### src/hdl/dfd_pkg.sv
// Shared constants and helpers for the drain fault diagnostic block
package dfd_pkg;

  localparam int CHANNELS = 6;
  localparam int CODE_W = 2;
  localparam int CNT_W = 16;

  // Two-bit per-channel fault codes
  localparam logic [1:0] CODE_NONE = 2'h0;
  localparam logic [1:0] CODE_OPEN_LOAD = 2'h1;
  localparam logic [1:0] CODE_SHORT_GROUND = 2'h2;
  localparam logic [1:0] CODE_SHORTED_LOAD = 2'h3;

  // Clock and default timer lengths
  localparam int CLK_PERIOD_NS = 25;
  localparam int TURN_ON_BLANK_NS = 10000;
  localparam int TURN_OFF_BLANK_NS = 10000;
  localparam int FAULT_FILTER_NS = 4000;

  // Reset values
  localparam logic [CNT_W-1:0] COUNT_RESET = 16'h0000;
  localparam logic [1:0] LATCH_RESET = 2'h0;

  // Least time to whole clock cycles, rounded up, never below one
  function automatic int dfd_cycles(input int timeNs);
    int c;
    c = (timeNs + CLK_PERIOD_NS - 1) / CLK_PERIOD_NS;
    return (c < 1) ? 1 : c;
  endfunction : dfd_cycles

  // Off-state window classification and on-state shorted-load check
  function automatic logic [1:0] dfd_classify(input logic cmdOn, input logic belowOpen, input logic belowGround,
                                              input logic aboveShort);
    logic [1:0] code;
    code = CODE_NONE;
    if (cmdOn)
    begin
      code = aboveShort ? CODE_SHORTED_LOAD : CODE_NONE;
    end
    else if (belowGround)
    begin
      code = CODE_SHORT_GROUND;
    end
    else if (belowOpen)
    begin
      code = CODE_OPEN_LOAD;
    end
    return code;
  endfunction : dfd_classify

endpackage : dfd_pkg

### src/hdl/dfd_sync.sv
// Two-stage synchroniser for pin-level inputs
`timescale 1ns/1ps
module dfd_sync #(
  parameter int WIDTH = 1
) (
  input wire logic clk_sys,              // System clock
  input wire logic resetn,               // Async reset, active low
  input wire logic [WIDTH-1:0] asyncIn,  // Unsynchronised level
  output logic [WIDTH-1:0] syncOut       // Level in clk_sys domain
);

  logic [WIDTH-1:0] stage1;

  always_ff @(posedge clk_sys or negedge resetn)
  begin
    if (!resetn)
    begin
      stage1 <= '0;
      syncOut <= '0;
    end
    else
    begin
      stage1 <= asyncIn;
      syncOut <= stage1;
    end
  end

endmodule : dfd_sync

### src/hdl/dfd_chan_timer.sv
// Per-channel blanking and filter timer producing sample strobes
`timescale 1ns/1ps
module dfd_chan_timer
  import dfd_pkg::*;
#(
  parameter int CW = CNT_W
) (
  input wire logic clk_sys,                // System clock
  input wire logic resetn,                 // Async reset, active low
  input wire logic diagOn,                 // Both enables high
  input wire logic enableRise,             // Diagnostics just switched on
  input wire logic cmdOn,                  // Commanded channel state
  input wire logic [1:0] compCode,         // Live comparison class
  input wire logic [CW-1:0] onBlankCycles, // Turn-on blanking length
  input wire logic [CW-1:0] offBlankCycles,// Turn-off blanking length
  input wire logic [CW-1:0] filterCycles,  // Filter length
  output logic sampleStrobe,               // One-cycle pulse at timer end
  output logic [1:0] sampleCode            // Comparison class at timer end
);

  logic prevCmd;
  logic [1:0] prevComp;
  logic [CW-1:0] count;
  logic blanking;

  wire cmdChange = cmdOn != prevCmd;
  wire compChange = compCode != prevComp;
  wire startBlank = diagOn && (enableRise || cmdChange);
  // Filter only runs in a stable state, and only toward an abnormal class
  wire startFilter = diagOn && !startBlank && !blanking && compChange && (compCode != CODE_NONE);
  wire expire = diagOn && (count == CW'(1)) && !startBlank && !startFilter;

  always_ff @(posedge clk_sys or negedge resetn)
  begin
    if (!resetn)
    begin
      prevCmd <= 1'b0;
      prevComp <= CODE_NONE;
      count <= COUNT_RESET;
      blanking <= 1'b0;
      sampleStrobe <= 1'b0;
      sampleCode <= CODE_NONE;
    end
    else
    begin
      prevCmd <= cmdOn;
      prevComp <= compCode;
      sampleStrobe <= expire;
      sampleCode <= compCode;
      if (!diagOn)
      begin
        count <= COUNT_RESET;
        blanking <= 1'b0;
      end
      else if (startBlank)
      begin
        count <= cmdOn ? onBlankCycles : offBlankCycles;
        blanking <= 1'b1;
      end
      else if (startFilter)
      begin
        count <= filterCycles;
      end
      else if (count != COUNT_RESET)
      begin
        count <= count - CW'(1);
        blanking <= blanking && (count != CW'(1));
      end
    end
  end

endmodule : dfd_chan_timer

### src/hdl/dfd_diag_top.sv
// Drain fault diagnostics: classification, fault latches and open-drain flags
//
// Behaviour
// - Off channel above open reference: no fault
// - Off channel below ground reference: short ground
// - Off channel between references: open load
// - Off classification taken only at timer end
// - Either enable low disables diagnostics and bias
// - Status compare needs only primary enable
// - Status flag released if primary low/all masked
// - Status flag low on any unmasked below-open
// - Status flag released when all unmasked above
// - Both flags active-low open-drain
// - Fault flag low on unmasked fault, enables, select
// - Fault flag released if primary or select low
// - Shorted load when on, window when off
// - Unique two-bit fault code per channel
// - Continuous compare, latch only at timer end
// - Enable rise starts all blanking timers
// - Command change starts channel blanking timer
// - Abnormal at blanking end latches fault
// - Compare change starts filter, latch if abnormal; a change back to none starts no filter
// - No change means no timer, no capture
// - Codes 00 none, 01 open, 10 ground, 11 short
// - Latch holds code until valid frame ends
// - Durations shared, timers per channel
`timescale 1ns/1ps
module dfd_diag_top
  import dfd_pkg::*;
#(
  parameter int NCH = CHANNELS,
  parameter int ON_BLANK_NS = TURN_ON_BLANK_NS,
  parameter int OFF_BLANK_NS = TURN_OFF_BLANK_NS,
  parameter int FILTER_NS = FAULT_FILTER_NS
) (
  input wire logic clk_sys,                           // System clock, 40 MHz
  input wire logic resetn,                            // Async reset, active low
  input wire logic enable_primary,                    // Primary enable pin
  input wire logic enable_secondary,                  // Secondary enable pin
  input wire logic chip_select_n,                     // Serial chip select pin, active low
  input wire logic [NCH-1:0] parallel_channel_cmd,    // Parallel channel command pins
  input wire logic [NCH-1:0] serial_channel_cmd,      // Serial channel command bits
  input wire logic [NCH-1:0] flagMask,                // Per-channel flag mask bits
  input wire logic frameValidDone,                    // Pulse: valid serial frame completed
  input wire logic [NCH-1:0] drainBelowOpen,          // Comparator: feedback below open-load reference
  input wire logic [NCH-1:0] drainBelowGround,        // Comparator: feedback below short-ground reference
  input wire logic [NCH-1:0] drainAboveShort,         // Comparator: feedback above shorted-load reference
  output logic drain_status_flag_n_out,               // Status flag pin data, always low
  output logic drain_status_flag_n_oe,                // Status flag pin drive enable
  output logic fault_flag_n_out,                      // Fault flag pin data, always low
  output logic fault_flag_n_oe,                       // Fault flag pin drive enable
  output logic [NCH*CODE_W-1:0] channel_fault_code,   // Latched fault codes, channel 0 lowest
  output logic biasEnable                             // Drain bias sources on
);

  localparam logic [CNT_W-1:0] ON_BLANK_CYC = CNT_W'(dfd_cycles(ON_BLANK_NS));
  localparam logic [CNT_W-1:0] OFF_BLANK_CYC = CNT_W'(dfd_cycles(OFF_BLANK_NS));
  localparam logic [CNT_W-1:0] FILTER_CYC = CNT_W'(dfd_cycles(FILTER_NS));

  // Pin-side inputs pass two flops before any logic reads them
  logic enPrim;
  logic enSec;
  logic csN;
  logic [NCH-1:0] parCmd;
  logic [NCH-1:0] belowOpen;
  logic [NCH-1:0] belowGround;
  logic [NCH-1:0] aboveShort;

  // Each pin group gets its own pair of flops
  dfd_sync #(
    .WIDTH(2)
  ) u_sync_en (
    .clk_sys(clk_sys),
    .resetn(resetn),
    .asyncIn({enable_primary, enable_secondary}),
    .syncOut({enPrim, enSec})
  );

  // Select resets to 0, which only holds the fault flag off until it settles
  dfd_sync #(
    .WIDTH(1)
  ) u_sync_cs (
    .clk_sys(clk_sys),
    .resetn(resetn),
    .asyncIn(chip_select_n),
    .syncOut(csN)
  );

  // Serial commands come from logic on this clock and skip the flops
  dfd_sync #(
    .WIDTH(NCH)
  ) u_sync_cmd (
    .clk_sys(clk_sys),
    .resetn(resetn),
    .asyncIn(parallel_channel_cmd),
    .syncOut(parCmd)
  );

  // Comparator bits are synced one by one: a crossing may show a mixed class
  // for a cycle, which the blanking and filter timers absorb
  dfd_sync #(
    .WIDTH(NCH)
  ) u_sync_open (
    .clk_sys(clk_sys),
    .resetn(resetn),
    .asyncIn(drainBelowOpen),
    .syncOut(belowOpen)
  );

  dfd_sync #(
    .WIDTH(NCH)
  ) u_sync_ground (
    .clk_sys(clk_sys),
    .resetn(resetn),
    .asyncIn(drainBelowGround),
    .syncOut(belowGround)
  );

  dfd_sync #(
    .WIDTH(NCH)
  ) u_sync_short (
    .clk_sys(clk_sys),
    .resetn(resetn),
    .asyncIn(drainAboveShort),
    .syncOut(aboveShort)
  );

  // Enable tracking: a rise of the combined enable restarts every blanking
  // timer, so a late second enable still gives the drains a full settle
  logic diagOnPrev;
  wire diagOn = enPrim && enSec;
  wire enableRise = diagOn && !diagOnPrev;
  wire csHigh = csN;

  always_ff @(posedge clk_sys or negedge resetn)
  begin
    if (!resetn)
    begin
      diagOnPrev <= 1'b0;
    end
    else
    begin
      diagOnPrev <= diagOn;
    end
  end

  // Per-channel classification, timers and latches
  logic [NCH-1:0] cmdOn;
  logic [NCH-1:0] sampleStrobe;
  logic [NCH-1:0] latchSet;
  logic [NCH*CODE_W-1:0] sampleCode;
  logic [NCH*CODE_W-1:0] liveCode;
  logic [NCH*CODE_W-1:0] detectedCode;
  logic [NCH*CODE_W-1:0] next_detectedCode;
  logic [NCH*CODE_W-1:0] next_latchCode;
  logic [NCH-1:0] next_latchSet;

  genvar ch;
  generate
    for (ch = 0; ch < NCH; ch++)
    begin : g_chan
      // Commanded state is the OR of the parallel and serial commands
      assign cmdOn[ch] = parCmd[ch] || serial_channel_cmd[ch];

      // Window or shorted-load class chosen by commanded state
      assign liveCode[ch*CODE_W +: CODE_W] =
        dfd_classify(cmdOn[ch], belowOpen[ch], belowGround[ch], aboveShort[ch]);

      dfd_chan_timer #(
        .CW(CNT_W)
      ) u_timer (
        .clk_sys(clk_sys),
        .resetn(resetn),
        .diagOn(diagOn),
        .enableRise(enableRise),
        .cmdOn(cmdOn[ch]),
        .compCode(liveCode[ch*CODE_W +: CODE_W]),
        .onBlankCycles(ON_BLANK_CYC),
        .offBlankCycles(OFF_BLANK_CYC),
        .filterCycles(FILTER_CYC),
        .sampleStrobe(sampleStrobe[ch]),
        .sampleCode(sampleCode[ch*CODE_W +: CODE_W])
      );

      // Current fault bits: updated when a timer period ends, cleared while primary is low
      wire [1:0] sampledNow = sampleCode[ch*CODE_W +: CODE_W];
      wire [1:0] detectNow = sampleStrobe[ch] ? sampledNow : detectedCode[ch*CODE_W +: CODE_W];

      assign next_detectedCode[ch*CODE_W +: CODE_W] = enPrim ? detectNow : CODE_NONE;

      // Capture when armed and a timer end shows an abnormal code
      wire capture = sampleStrobe[ch] && !latchSet[ch] && (sampledNow != CODE_NONE);
      // A completed valid frame reloads from the current fault bits, which
      // include a same-cycle timer result, so a fresh event is never lost
      wire [1:0] heldCode = channel_fault_code[ch*CODE_W +: CODE_W];
      wire [1:0] latchNext = !enPrim ? CODE_NONE :
                             frameValidDone ? detectNow :
                             capture ? sampledNow : heldCode;

      assign next_latchCode[ch*CODE_W +: CODE_W] = latchNext;
      assign next_latchSet[ch] = latchNext != CODE_NONE;
    end
  endgenerate

  // Current fault bits follow each timer result while primary is high
  always_ff @(posedge clk_sys or negedge resetn)
  begin
    if (!resetn)
    begin
      detectedCode <= '0;
    end
    else
    begin
      detectedCode <= next_detectedCode;
    end
  end

  // Fault latches keep their first capture until a valid frame ends; the
  // primary-enable clear lives in the next-state logic so reset stays constant
  always_ff @(posedge clk_sys or negedge resetn)
  begin
    if (!resetn)
    begin
      channel_fault_code <= '0;
      latchSet <= '0;
    end
    else
    begin
      channel_fault_code <= next_latchCode;
      latchSet <= next_latchSet;
    end
  end

  // Flag requests, one bit per channel, OR-ed into the two pins
  logic [NCH-1:0] statusReq;
  logic [NCH-1:0] faultReq;

  // All masks set turns the status flag off outright
  wire allMasked = &flagMask;
  // Status watches the drains with primary alone, whatever the channel command
  wire statusActive = enPrim && !allMasked;

  generate
    for (ch = 0; ch < NCH; ch++)
    begin : g_flag
      // A masked channel can neither set nor hold either flag
      assign statusReq[ch] = belowOpen[ch] && !flagMask[ch];
      assign faultReq[ch] = next_latchSet[ch] && !flagMask[ch];
    end
  endgenerate

  // Wired-OR over the channels inside the device
  wire anyBelowOpen = |statusReq;
  wire anyFault = |faultReq;
  wire next_statusOe = statusActive && anyBelowOpen;
  // Fault flag follows the latches, not the current bits, so a fault that
  // has already gone keeps the pin low until a valid frame completes
  wire next_faultOe = anyFault && enPrim && enSec && csHigh;

  // Open-drain pins: data fixed low, only the drive enable moves
  always_ff @(posedge clk_sys or negedge resetn)
  begin
    if (!resetn)
    begin
      drain_status_flag_n_out <= 1'b0;
      drain_status_flag_n_oe <= 1'b0;
    end
    else
    begin
      drain_status_flag_n_out <= 1'b0;
      drain_status_flag_n_oe <= next_statusOe;
    end
  end

  always_ff @(posedge clk_sys or negedge resetn)
  begin
    if (!resetn)
    begin
      fault_flag_n_out <= 1'b0;
      fault_flag_n_oe <= 1'b0;
    end
    else
    begin
      fault_flag_n_out <= 1'b0;
      fault_flag_n_oe <= next_faultOe;
    end
  end

  // Bias follows the synced enables, so it drops three edges after either falls
  always_ff @(posedge clk_sys or negedge resetn)
  begin
    if (!resetn)
    begin
      biasEnable <= 1'b0;
    end
    else
    begin
      biasEnable <= diagOn;
    end
  end

endmodule : dfd_diag_top

### config.mk
export PLATFORM = sky130hd
export DESIGN_NAME = dfd_diag_top
export DESIGN_NICKNAME = d
export VERILOG_FILES = /design/src/hdl/dfd_pkg.sv /design/src/hdl/dfd_sync.sv /design/src/hdl/dfd_chan_timer.sv /design/src/hdl/dfd_diag_top.sv
export SDC_FILE = /design/constraint.sdc
export NUM_CORES = 1
export LEC_CHECK = 0
export ABC_AREA = 1
export ABC_CLOCK_PERIOD_IN_PS = 5400
export BUFFER_PORTS_ARGS = -buffer_cell sky130_fd_sc_hd__buf_2
export CAP_MARGIN = 20
export CORE_MARGIN = 2
export CORE_UTILIZATION = 29
export DETAILED_ROUTE_END_ITERATION = 7
export GPL_ROUTABILITY_DRIVEN = 1
export PLACE_DENSITY_LB_ADDON = 0.05
export SLEW_MARGIN = 5
export SYNTH_ARGS = -nofsm -noshare
export SYNTH_HDL_FRONTEND = slang
export SYNTH_SLANG_ARGS = --single-unit
export TNS_END_PERCENT = 30
### constraint.sdc
create_clock -name clk_sys -period 5.4 [get_ports clk_sys]
set_clock_uncertainty 0.2 [all_clocks]
set_input_delay 0.81 -clock clk_sys [delete_from_list [all_inputs] [get_ports clk_sys]]
set_output_delay 0.81 -clock clk_sys [all_outputs]
set_load 0.005 [all_outputs]
* Word-level counts from Yosys, hierarchy flattened
Index checks and enable logic that the tools add are counted.
** Word-level totals
- Flip-flop bits (word level) :: 213
- Bits of input ports :: 42
- Output and inout port bits :: 17
- Word-level logic and storage cells :: 360
** Cells by class
- Add/sub/neg operators :: 6
- Equality and inequality tests :: 42
- Muxes and demuxes :: 102
- Reductions and logical operators :: 162
** Operator list (count)
- 16-bit 2-to-1 mux :: 24
- 16-bit by 1-bit equality test with 1-bit output, second input constant :: 6
- 2-bit 2-to-1 mux :: 48
- 16-bit by 1-bit != test with 1-bit output, second input constant :: 6
- 16-bit nonzero test :: 6
- 16-bit by 1-bit subtractor with 16-bit output, second input constant :: 6
- 1-bit logical AND :: 85
- 2-bit nonzero test :: 18
- 1-bit zero test :: 32
- 1-bit 2-to-1 mux :: 30
- 4-bit by 1-bit != test with 1-bit output, second input constant :: 6
- 3-bit by 1-bit != test with 1-bit output, second input constant :: 6
- 3-bit by 2-bit != test with 1-bit output, second input constant :: 6
- 1-bit logical OR :: 12
- 2-bit != test :: 6
- 2-bit AND reduction :: 6
- 6-bit OR reduction :: 2
- 1-bit != test :: 6
- 6-bit AND reduction :: 1

* Depth between registers and ports, before layout
Gate-level depths: netlist of the first run.
- Depth in word-level cells :: 12
- Gate-level depth with buffers :: 13
- Gate-level depth less buffers :: 12

* Cells and area by module
A second synthesis of the first run with hierarchy kept.
** Unflattened totals
- Cells, all modules :: 2176
- Area total of the unflattened synthesis :: 14699.1 um^2
** Modules (own cells, without submodules)
- dfd_chan_timer :: times used 6, cells each 306, area an instance 1891.8 um^2, sequential area each 525.5 um^2
- dfd_diag_top :: times used 1, cells each 286, area an instance 1996.9 um^2, sequential area each 825.8 um^2
- dfd_sync at u_sync_cmd ... :: times used 4, cells each 12, area an instance 300.3 um^2, sequential area each 300.3 um^2
- dfd_sync at u_sync_en :: times used 1, cells each 4, area an instance 100.1 um^2, sequential area each 100.1 um^2
- dfd_sync at u_sync_cs :: times used 1, cells each 2, area an instance 50.0 um^2, sequential area each 50.0 um^2

* Least setup slack after synthesis of the first run
OpenSTA, ideal clock, no wires.
- Path kind :: input to register
- From :: in serial_channel_cmd[0]
- To :: reg g_chan[0].u_timer.count[0]
- Library setup time :: 118 ps
- Data arrival time :: 1798 ps
- Required time :: 5082 ps
- Setup slack :: 3284 ps
- Stages :: 9
- Path buffers :: 2
- Cell sequence :: nor2_2 -> or2_4 -> nand4_1 -> nor2_1 -> nand2_1 -> buf_6 -> buf_6 -> nand4_1 -> nand2_1
** On the way
- Cells in the longest elaborated chain, start to end :: 12
- Elaborated cells on any way between the ends :: 16
- Classes of those cells :: eq/ne: 3; mux: 4; reduce/logical: 9
** RTL lines
- start: declaration :: RTL line dfd_diag_top.sv:42 : input wire logic [NCH-1:0] serial_channel_cmd,
- 1-bit logical OR (*) :: RTL line dfd_diag_top.sv:163 : assign cmdOn[ch] = parCmd[ch] || serial_channel_cmd[ch];
- 1-bit != test :: RTL line dfd_chan_timer.sv:26 : wire cmdChange = cmdOn != prevCmd;
- 1-bit logical OR :: RTL line dfd_chan_timer.sv:28 : wire startBlank = diagOn && (enableRise || cmdChange);
- 1-bit logical AND :: RTL line dfd_chan_timer.sv:28
- 1-bit zero test :: RTL line dfd_chan_timer.sv:30 : wire startFilter = diagOn && !startBlank && !blanking && compChange && (compCode != CODE_NONE);
- 1-bit logical AND (4 in a row) :: RTL line dfd_chan_timer.sv:30
- 16-bit 2-to-1 mux :: RTL line dfd_chan_timer.sv:60 : else if (startFilter)
- 16-bit 2-to-1 mux :: RTL line dfd_chan_timer.sv:55 : else if (startBlank)
- 16-bit 2-to-1 mux :: RTL line dfd_chan_timer.sv:50 : if (!diagOn)
- end signal: assignment :: RTL line dfd_chan_timer.sv:57 : count <= cmdOn ? onBlankCycles : offBlankCycles;
- end signal: assignment :: RTL line dfd_chan_timer.sv:62 : count <= filterCycles;
- end signal: assignment :: RTL line dfd_chan_timer.sv:66 : count <= count - CW'(1);
- end: declaration :: RTL line dfd_chan_timer.sv:23 : logic [CW-1:0] count;
Mark *: on every way between the ends. The rest lies on a longest branch, timed or not.
A chain may end at the register's enable or synchronous reset.

* Worst setup path after layout of the first run
- From :: reg u_sync_en.syncOut[0]
- To :: reg g_chan[5].u_timer.count[8]
** On the way
- Cells in the longest elaborated chain, start to end :: 12
- Elaborated cells on any way between the ends :: 13
- Classes of those cells :: eq/ne: 1; mux: 3; reduce/logical: 9
** RTL lines
- start: declaration :: RTL line dfd_sync.sv:9 : output logic [WIDTH-1:0] syncOut
- start signal: assignment :: RTL line dfd_sync.sv:24 : syncOut <= stage1;
- 1-bit logical AND (*) :: RTL line dfd_diag_top.sv:131 : wire diagOn = enPrim && enSec;
- 1-bit logical AND :: RTL line dfd_diag_top.sv:132 : wire enableRise = diagOn && !diagOnPrev;
- 1-bit logical OR :: RTL line dfd_chan_timer.sv:28
- 1-bit logical AND :: RTL line dfd_chan_timer.sv:28
- 1-bit zero test :: RTL line dfd_chan_timer.sv:30
- 1-bit logical AND (4 in a row) :: RTL line dfd_chan_timer.sv:30
- 16-bit 2-to-1 mux :: RTL line dfd_chan_timer.sv:60
- 16-bit 2-to-1 mux :: RTL line dfd_chan_timer.sv:55
- 16-bit 2-to-1 mux :: RTL line dfd_chan_timer.sv:50
- end signal: assignment :: RTL line dfd_chan_timer.sv:57
- end signal: assignment :: RTL line dfd_chan_timer.sv:62
- end signal: assignment :: RTL line dfd_chan_timer.sv:66
- end: declaration :: RTL line dfd_chan_timer.sv:23
Marked as above.

==> results.py, run 1 <==
metrics = {
    "drt": {
        "drc": 0,
        "met3WireLength_um": 949,
        "routed_wl_um": 26770,
        "detail_route.wl_per_cell_um": 13.28,
        "vias": 8645,
        "wl_met2_um": 12660,
        "via_per_inst": 4.288,
        "first_pass_iters": 4,
        "ant_nets": 0,
        "routed.top_layer": "met4",
        "drt-met1-wl_um": 12640,
        "drtIter0Drc": 433,
    },
    "cts": {
        "clk_latency_ns": 0.57,
        "ctsLongestPathBuffers": 3,
        "cts_setup_buffers": 0,
        "cts_buffers": 28,
        "ctsResizeCount": 0,
        "cts_tree": "done",
        "root_buffer": "clkbuf_16",
        "htreeDepth": 1,
        "hold_buffers": 0,
        "cts.sinks": 213,
        "cts.clk_slew.worst_paths_ns": 0.06,
    },
    "logic_synthesis": {
        "yosysSeqAreaShare": 0.4869,
        "syn_area_mm2": 0.01095,
        "ys_ff_latch": 213,
        "synth_warnings": 0,
        "synth.distinct_cells": 38,
        "syn_avg_cell_area_um2": 7.743,
        "synthCells": 1414,
    },
    "floorplan": {
        "die_x_um": 198.3,
        "row_count": 71,
        "initial_utilization": 0.2927,
        "pin_count": 59,
        "die_h_um": 198.3,
        "die-area_mm2": 0.03932,
        "coreArea_mm2": 0.03740,
    },
    "critical_path": {
        "cp.required_ns": 5.68,
        "crit_type": "flip-flop to flip-flop",
        "crit_path_frequent_cell": "nand2_1",
        "arrival_ns": 2.96,
        "cp_cell_sequence": "nand2_4 -> inv_4 -> buf_4 -> nand4_4 -> nor2_2 -> nand2_2 -> nand2_1 -> nand2_1 -> nor2_1",
        "cp-end-kind": "flip-flop",
        "crit_slowest_cell": "buf_4",
        "max_stage_delay_ns": 0.56,
        "critPathLaunchType": "flip-flop",
        "cp_max_fo": 41,
        "reg2reg_depth": 9,
    },
    "pwr": {
        "p_per_area_mw_per_mm2": 342.0,
        "leakagePower_nw": 7.163,
        "peakVddDrop_v": 0.0002216,
    },
    "global_route": {
        "grt_pass1_vias": 8847,
        "grt_usage": 0.1446,
        "grt_max_degree": 88,
        "grt-ovfl-total": 0,
        "grt_pass1_wl_um": 45440,
        "antenna_found_initial": 0,
    },
    "cells_and_area": {
        "final_cell_mix": "370 x nand2_1, 253 x nor2_1, 228 x inv_1",
        "drive_gt1_frac": 0.1003,
        "fin_nets": 1545,
        "diodes": 0,
        "area_growth_pct": 15.66,
        "final_common_cell": "nand2_1",
    },
    "sta": {
        "tns_ns": 0,
        "slew_viol_final": 0,
        "period_share": 0.4954,
        "worst_pin_slew_ns": 0.6782,
        "relSlewSlack": 0.5479,
        "rsz0062_at_grt": "false",
        "finalHoldViolCount": 0,
        "max_freq_mhz": 373.8,
        "setup_violations": 0,
        "fin_crit_ns": 2.675,
        "timing.final.ws_setup_ns": 2.725,
    },
    "flow_run": {
        "max_cap_violations": 0,
    },
    "placed_design": {
        "post-place-ws_ns": 2.610,
        "gp_congestion": 0.7792,
        "dp_hpwl_um": 19350,
        "io_buffers": 56,
    },
    "hold_path": {
        "hold_class": "input port to asynchronous set/reset pin",
    },
    "outcome": {
        "run_status": "finished clean",
    },
}
per-stage QoR:
step / power (mW) / hold slack [ns] / instances / cell area [µm²] / util
after floorplan: 2.334 / 0.1312 / 1415 / 10950 / -
after global placement: 2.560 / 0.1338 / 1966 / 11750 / 0.3142
after detailed placement: 2.551 / 0.1347 / 1966 / 11750 / 0.3142
after CTS: 4.427 / 0.07753 / 2016 / 12660 / 0.3386
after global routing: 4.630 / 0.1047 / 2016 / 12660 / 0.3386
final: 4.331 / 0.07064 / 2016 / 12660 / 0.3386
sequential cells by signal, indices dropped and copies added, names as in the netlist, 12 cells and up:
name / count
channel_fault_code: 12
g_chan.u_timer.count: 96
g_chan.u_timer.sampleCode: 12
detectedCode: 12
worst max-delay path: cells and delay by family (launching register included):
family	cells	cell delay, ns
simple gates	7	1.08
flops	1	0.43
buf+inv	2	0.88
cell usage after synthesis:
cell type	n	area share
ha_1	18	0.021
inv_1	228	0.078
buf_4	5	0.0034
xor2_1	39	0.031
or2_2	7	0.0040
nor2_2	9	0.0051
a21boi_0	1	0.00069
or2_1	1	0.00057
clkbuf_1	1	0.00034
or2_4	1	0.00080
buf_6	6	0.0062
nand3_1	94	0.043
a21oi_1	30	0.014
nor3_1	8	0.0037
and3_1	3	0.0017
nand2_1	370	0.13
nor2_4	2	0.0021
nand4_1	55	0.031
nor4_1	2	0.0011
nand3_4	5	0.0080
o21ai_2	1	0.00080
inv_2	1	0.00034
conb_1	1	0.00034
buf_12	1	0.0018
nand2_4	5	0.0051
a21o_1	1	0.00069
nor2_1	253	0.087
nand4_4	2	0.0039
o211ai_1	1	0.00069
inv_4	1	0.00057
xnor2_1	12	0.0096
a22o_1	2	0.0016
nand3_2	1	0.00091
nand2_2	10	0.0057
dfrtp_1	213	0.49
buf_2	8	0.0037
o21ai_0	15	0.0069
nand4_2	1	0.0011
final cells by class:
| type | count | area, µm² |
|---|---|---|
| clock buffers | 40 | 805.8 |
| clock inverters | 10 | 106.4 |
| fillers | 4027 | 24740 |
| inverters | 230 | 865.8 |
| multi-input cells | 951 | 4587 |
| flip-flops and latches | 213 | 5330 |
| well taps | 511 | 639.4 |
| repair buffers | 61 | 327.8 |
routing by layer:
metal	vias up	global-route usage
met5	-	0
met4	0	0.03342
met3	33	0.02708
met2	111	0.2465
met1	4009	0.1894
li1	4492	-
cells by family after synthesis:
family / count (synthesis) / synth area share
other cells: 1 / 0.0003425
compound gates: 51 / 0.02503
buf+inv: 251 / 0.09451
xor+xnor: 51 / 0.04080
simple gates: 829 / 0.3319
flops: 213 / 0.4869
fa+ha+maj: 18 / 0.02057
worst paths after layout:
kind,start,to,slack [ns]
max,u_sync_en.syncOut[0]$_DFF_PN0_,g_chan[5].u_timer.count[8]$_DFFE_PN0P_,2.72
min in group clk_sys,drainBelowGround[5],u_sync_ground.stage1[5]$_DFF_PN0_,0.14
max reg2reg,u_sync_en.syncOut[0]$_DFF_PN0_,g_chan[5].u_timer.count[8]$_DFFE_PN0P_,2.72
min reg2reg,u_sync_open.stage1[2]$_DFF_PN0_,u_sync_open.syncOut[2]$_DFF_PN0_,0.15
max in group asynchronous,resetn,g_chan[2].u_timer.count[14]$_DFFE_PN0P_,3.82
min,resetn,g_chan[5].u_timer.count[13]$_DFFE_PN0P_,0.07
power by group:
group	switching (mW)	total [mW]	leakage [nW]	internal, mW
Sequential	0.0722	1.76	2.75	1.68
Combinational	0.497	0.755	3.96	0.258
Clock	0.735	1.82	0.449	1.09
Total	1.30	4.33	7.16	3.03
Power figures use the tool's default switching activity.
==> run 2, diff against run 1 <==
Settings changed: ABC_CLOCK_PERIOD_IN_PS 5400 to 2200.
Clock period 5.4 ns to 2.2 ns, I/O delays scaled along.
==> run 2 against run 1 <==
Net effect:
- worst hold slack got worse by 0.0091 ns
- sequential cell count is the same
- clock power grew to 2.6 times the previous value
- combinational power grew to 2.6 times the previous value
- sequential power rose by 140%
- worst setup slack worse by 2.5 ns
- final area rose by 5.6%
- sequential share of layout area down 2.2 points
- via count grew 2.5%
- register-to-register slack worse by 2.5 ns
==> results.py, run 2 (same netlist as run 1, synthesis figures left out) <==
metrics = {
    "pwr": {
        "comb_power_share": 0.179,
        "p_int_mw": 7.825,
        "p_per_area_mw_per_mm2": 823.0,
        "switchingPower_mw": 3.183,
        "p_seq_frac": 0.391,
        "power.share.clock": 0.430,
        "peakVddDrop_v": 0.0005955,
        "leakagePower_nw": 7.516,
        "swShare": 0.2892,
    },
    "placed_design": {
        "dpl.cell_count": 1993,
        "gp_congestion": 0.8072,
        "io_buffers": 56,
        "dp_hpwl_um": 19950,
    },
    "critical_path": {
        "cp_max_fo": 14,
        "cp-end-kind": "flip-flop",
        "critPathLaunchType": "input port",
        "arrival_ns": 2.27,
        "cp.required_ns": 2.46,
        "crit_type": "input port to flip-flop",
    },
    "drt": {
        "drt-met1-wl_um": 12890,
        "met3WireLength_um": 935,
        "drc": 0,
        "routed_wl_um": 27420,
        "wl_met2_um": 13100,
        "detail_route.wl_per_cell_um": 13.17,
        "ant_nets": 0,
        "via_per_inst": 4.257,
        "first_pass_iters": 4,
        "drtIter0Drc": 432,
        "vias": 8858,
        "routed.top_layer": "met4",
    },
    "sta": {
        "finalHoldViolCount": 0,
        "slew_viol_final": 0,
        "period_share": 0.9138,
        "tns_ns": 0,
        "max_freq_mhz": 497.4,
        "fin_crit_ns": 2.010,
        "rsz0062_at_grt": "false",
        "setup_violations": 0,
    },
    "cts": {
        "cts_buffers": 28,
        "cts_setup_buffers": 0,
        "ctsLongestPathBuffers": 3,
        "cts.clk_slew.worst_paths_ns": 0.06,
        "cts_tree": "done",
        "clk_latency_ns": 0.55,
        "cts.sinks": 213,
        "root_buffer": "clkbuf_16",
        "htreeDepth": 1,
    },
    "cells_and_area": {
        "fill_cells": 3990,
        "drive_gt1_frac": 0.1140,
        "stdcell_count": 2081,
        "top_register": "g_chan.u_timer.count",
        "final_cell_mix": "370 x nand2_1, 253 x nor2_1, 228 x inv_1",
        "final_common_cell": "nand2_1",
        "area_growth_pct": 22.18,
        "largest_reg_flops": 96,
        "fin_nets": 1611,
        "diodes": 0,
    },
    "global_route": {
        "antenna_found_initial": 0,
        "grt_pass1_wl_um": 46720,
        "grt_max_degree": 51,
        "grt_usage": 0.1479,
        "grt_pass1_vias": 9042,
        "grt-ovfl-total": 0,
    },
    "hold_path": {
        "hold_class": "input port to flip-flop",
    },
    "floorplan": {
        "initial_utilization": 0.2927,
        "coreArea_mm2": 0.03740,
        "die-area_mm2": 0.03932,
        "die_x_um": 198.3,
        "pin_count": 59,
        "row_count": 71,
        "die_h_um": 198.3,
    },
    "flow_run": {
        "max_cap_violations": 0,
    },
    "outcome": {
        "run_status": "finished clean",
    },
}
-- run 2: cell count changes in the layout (fill, tap and decap cells not counted), sizes merged --
cell	previous run	this run
bufinv	1	3
dlygate4sd3	0	39
inv	231	230
clkbuf	40	41
clkinv	7	4
buf	61	88
-- run 2: worst max-delay path: stages --
cell and delay, ns:
dlygate4sd3_1 0.53, buf_2 0.14, nor2_1 0.25, nand2_1 0.09, nand2_1 0.10, inv_1 0.06
nand2_1 0.07, nand2_1 0.12, nand2_2 0.13, buf_4 0.22, nand3_1 0.13, nor2_1 0.11
-- run 2: metrics by stage --
step	setup slack (ns)	power [mW]	hold WS [ns]	instance area [µm²]	util
2_1_floorplan	0.5066	5.729	-0.1656	10950	-
3_3_place_gp	0.1430	6.339	0.06513	12000	0.3209
3_5_place_dp	0.1207	6.313	0.06740	12000	0.3209
4_1_cts	0.1540	11.26	0.03249	13360	0.3573
5_1_grt	0.01905	11.75	0.08258	13380	0.3577
6_report	0.1897	11.01	0.06150	13380	0.3577
-- run 2: cell type report --
cell class	instances	area, µm²	area share
flip-flops and latches	213	5330	0.3985
multi-input cells	951	4602	0.3440
repair buffers	127	970.9	0.07258
inverters	230	865.8	0.06473
clock buffers	41	839.6	0.06276
well taps	511	639.4	0.04780
clock inverters	8	128.9	0.009634
-- run 2: path summary, 6_finish.rpt --
check	cells past startpoint	slack, ns	endpoint	startpoint
max in group asynchronous	3	1.05	g_chan[3].u_timer.count[14]$_DFFE_PN0P_	resetn
min	6	0.06	fault_flag_n_oe$_DFF_PN0_	flagMask[2]
max reg2reg	8	0.24	g_chan[1].u_timer.blanking$_DFFE_PN0P_	u_sync_en.syncOut[1]$_DFF_PN0_
max	12	0.19	g_chan[1].u_timer.count[14]$_DFFE_PN0P_	serial_channel_cmd[1]
min reg2reg	0	0.14	u_sync_ground.syncOut[5]$_DFF_PN0_	u_sync_ground.stage1[5]$_DFF_PN0_
min in group asynchronous	2	0.07	g_chan[5].u_timer.count[12]$_DFFE_PN0P_	resetn
-- run 2: timing repair --
action / 4_1_cts / 5_1_grt
hold buffers: 39 / 0
endpoints found under the hold margin: 260 / 0
gates resized for setup: 0 / 3
endpoints found under the setup margin: 0 / 9
-- run 2: power groups by stage --
stage	clock network, mW	logic [mW]	registers (mW)
after detailed placement	0	1.94	4.38
final	4.73	1.97	4.30
after floorplan	0	1.41	4.32
after CTS	4.94	2.01	4.31
after global placement	0	1.96	4.38
after global routing	5.10	2.32	4.33
-- run 2: routing by layer --
layer | up-vias | track usage
met4 | 0 | 0.03397
met1 | 4111 | 0.1973
met2 | 103 | 0.2537
met3 | 33 | 0.02027
li1 | 4611 | -
met5 | - | 0
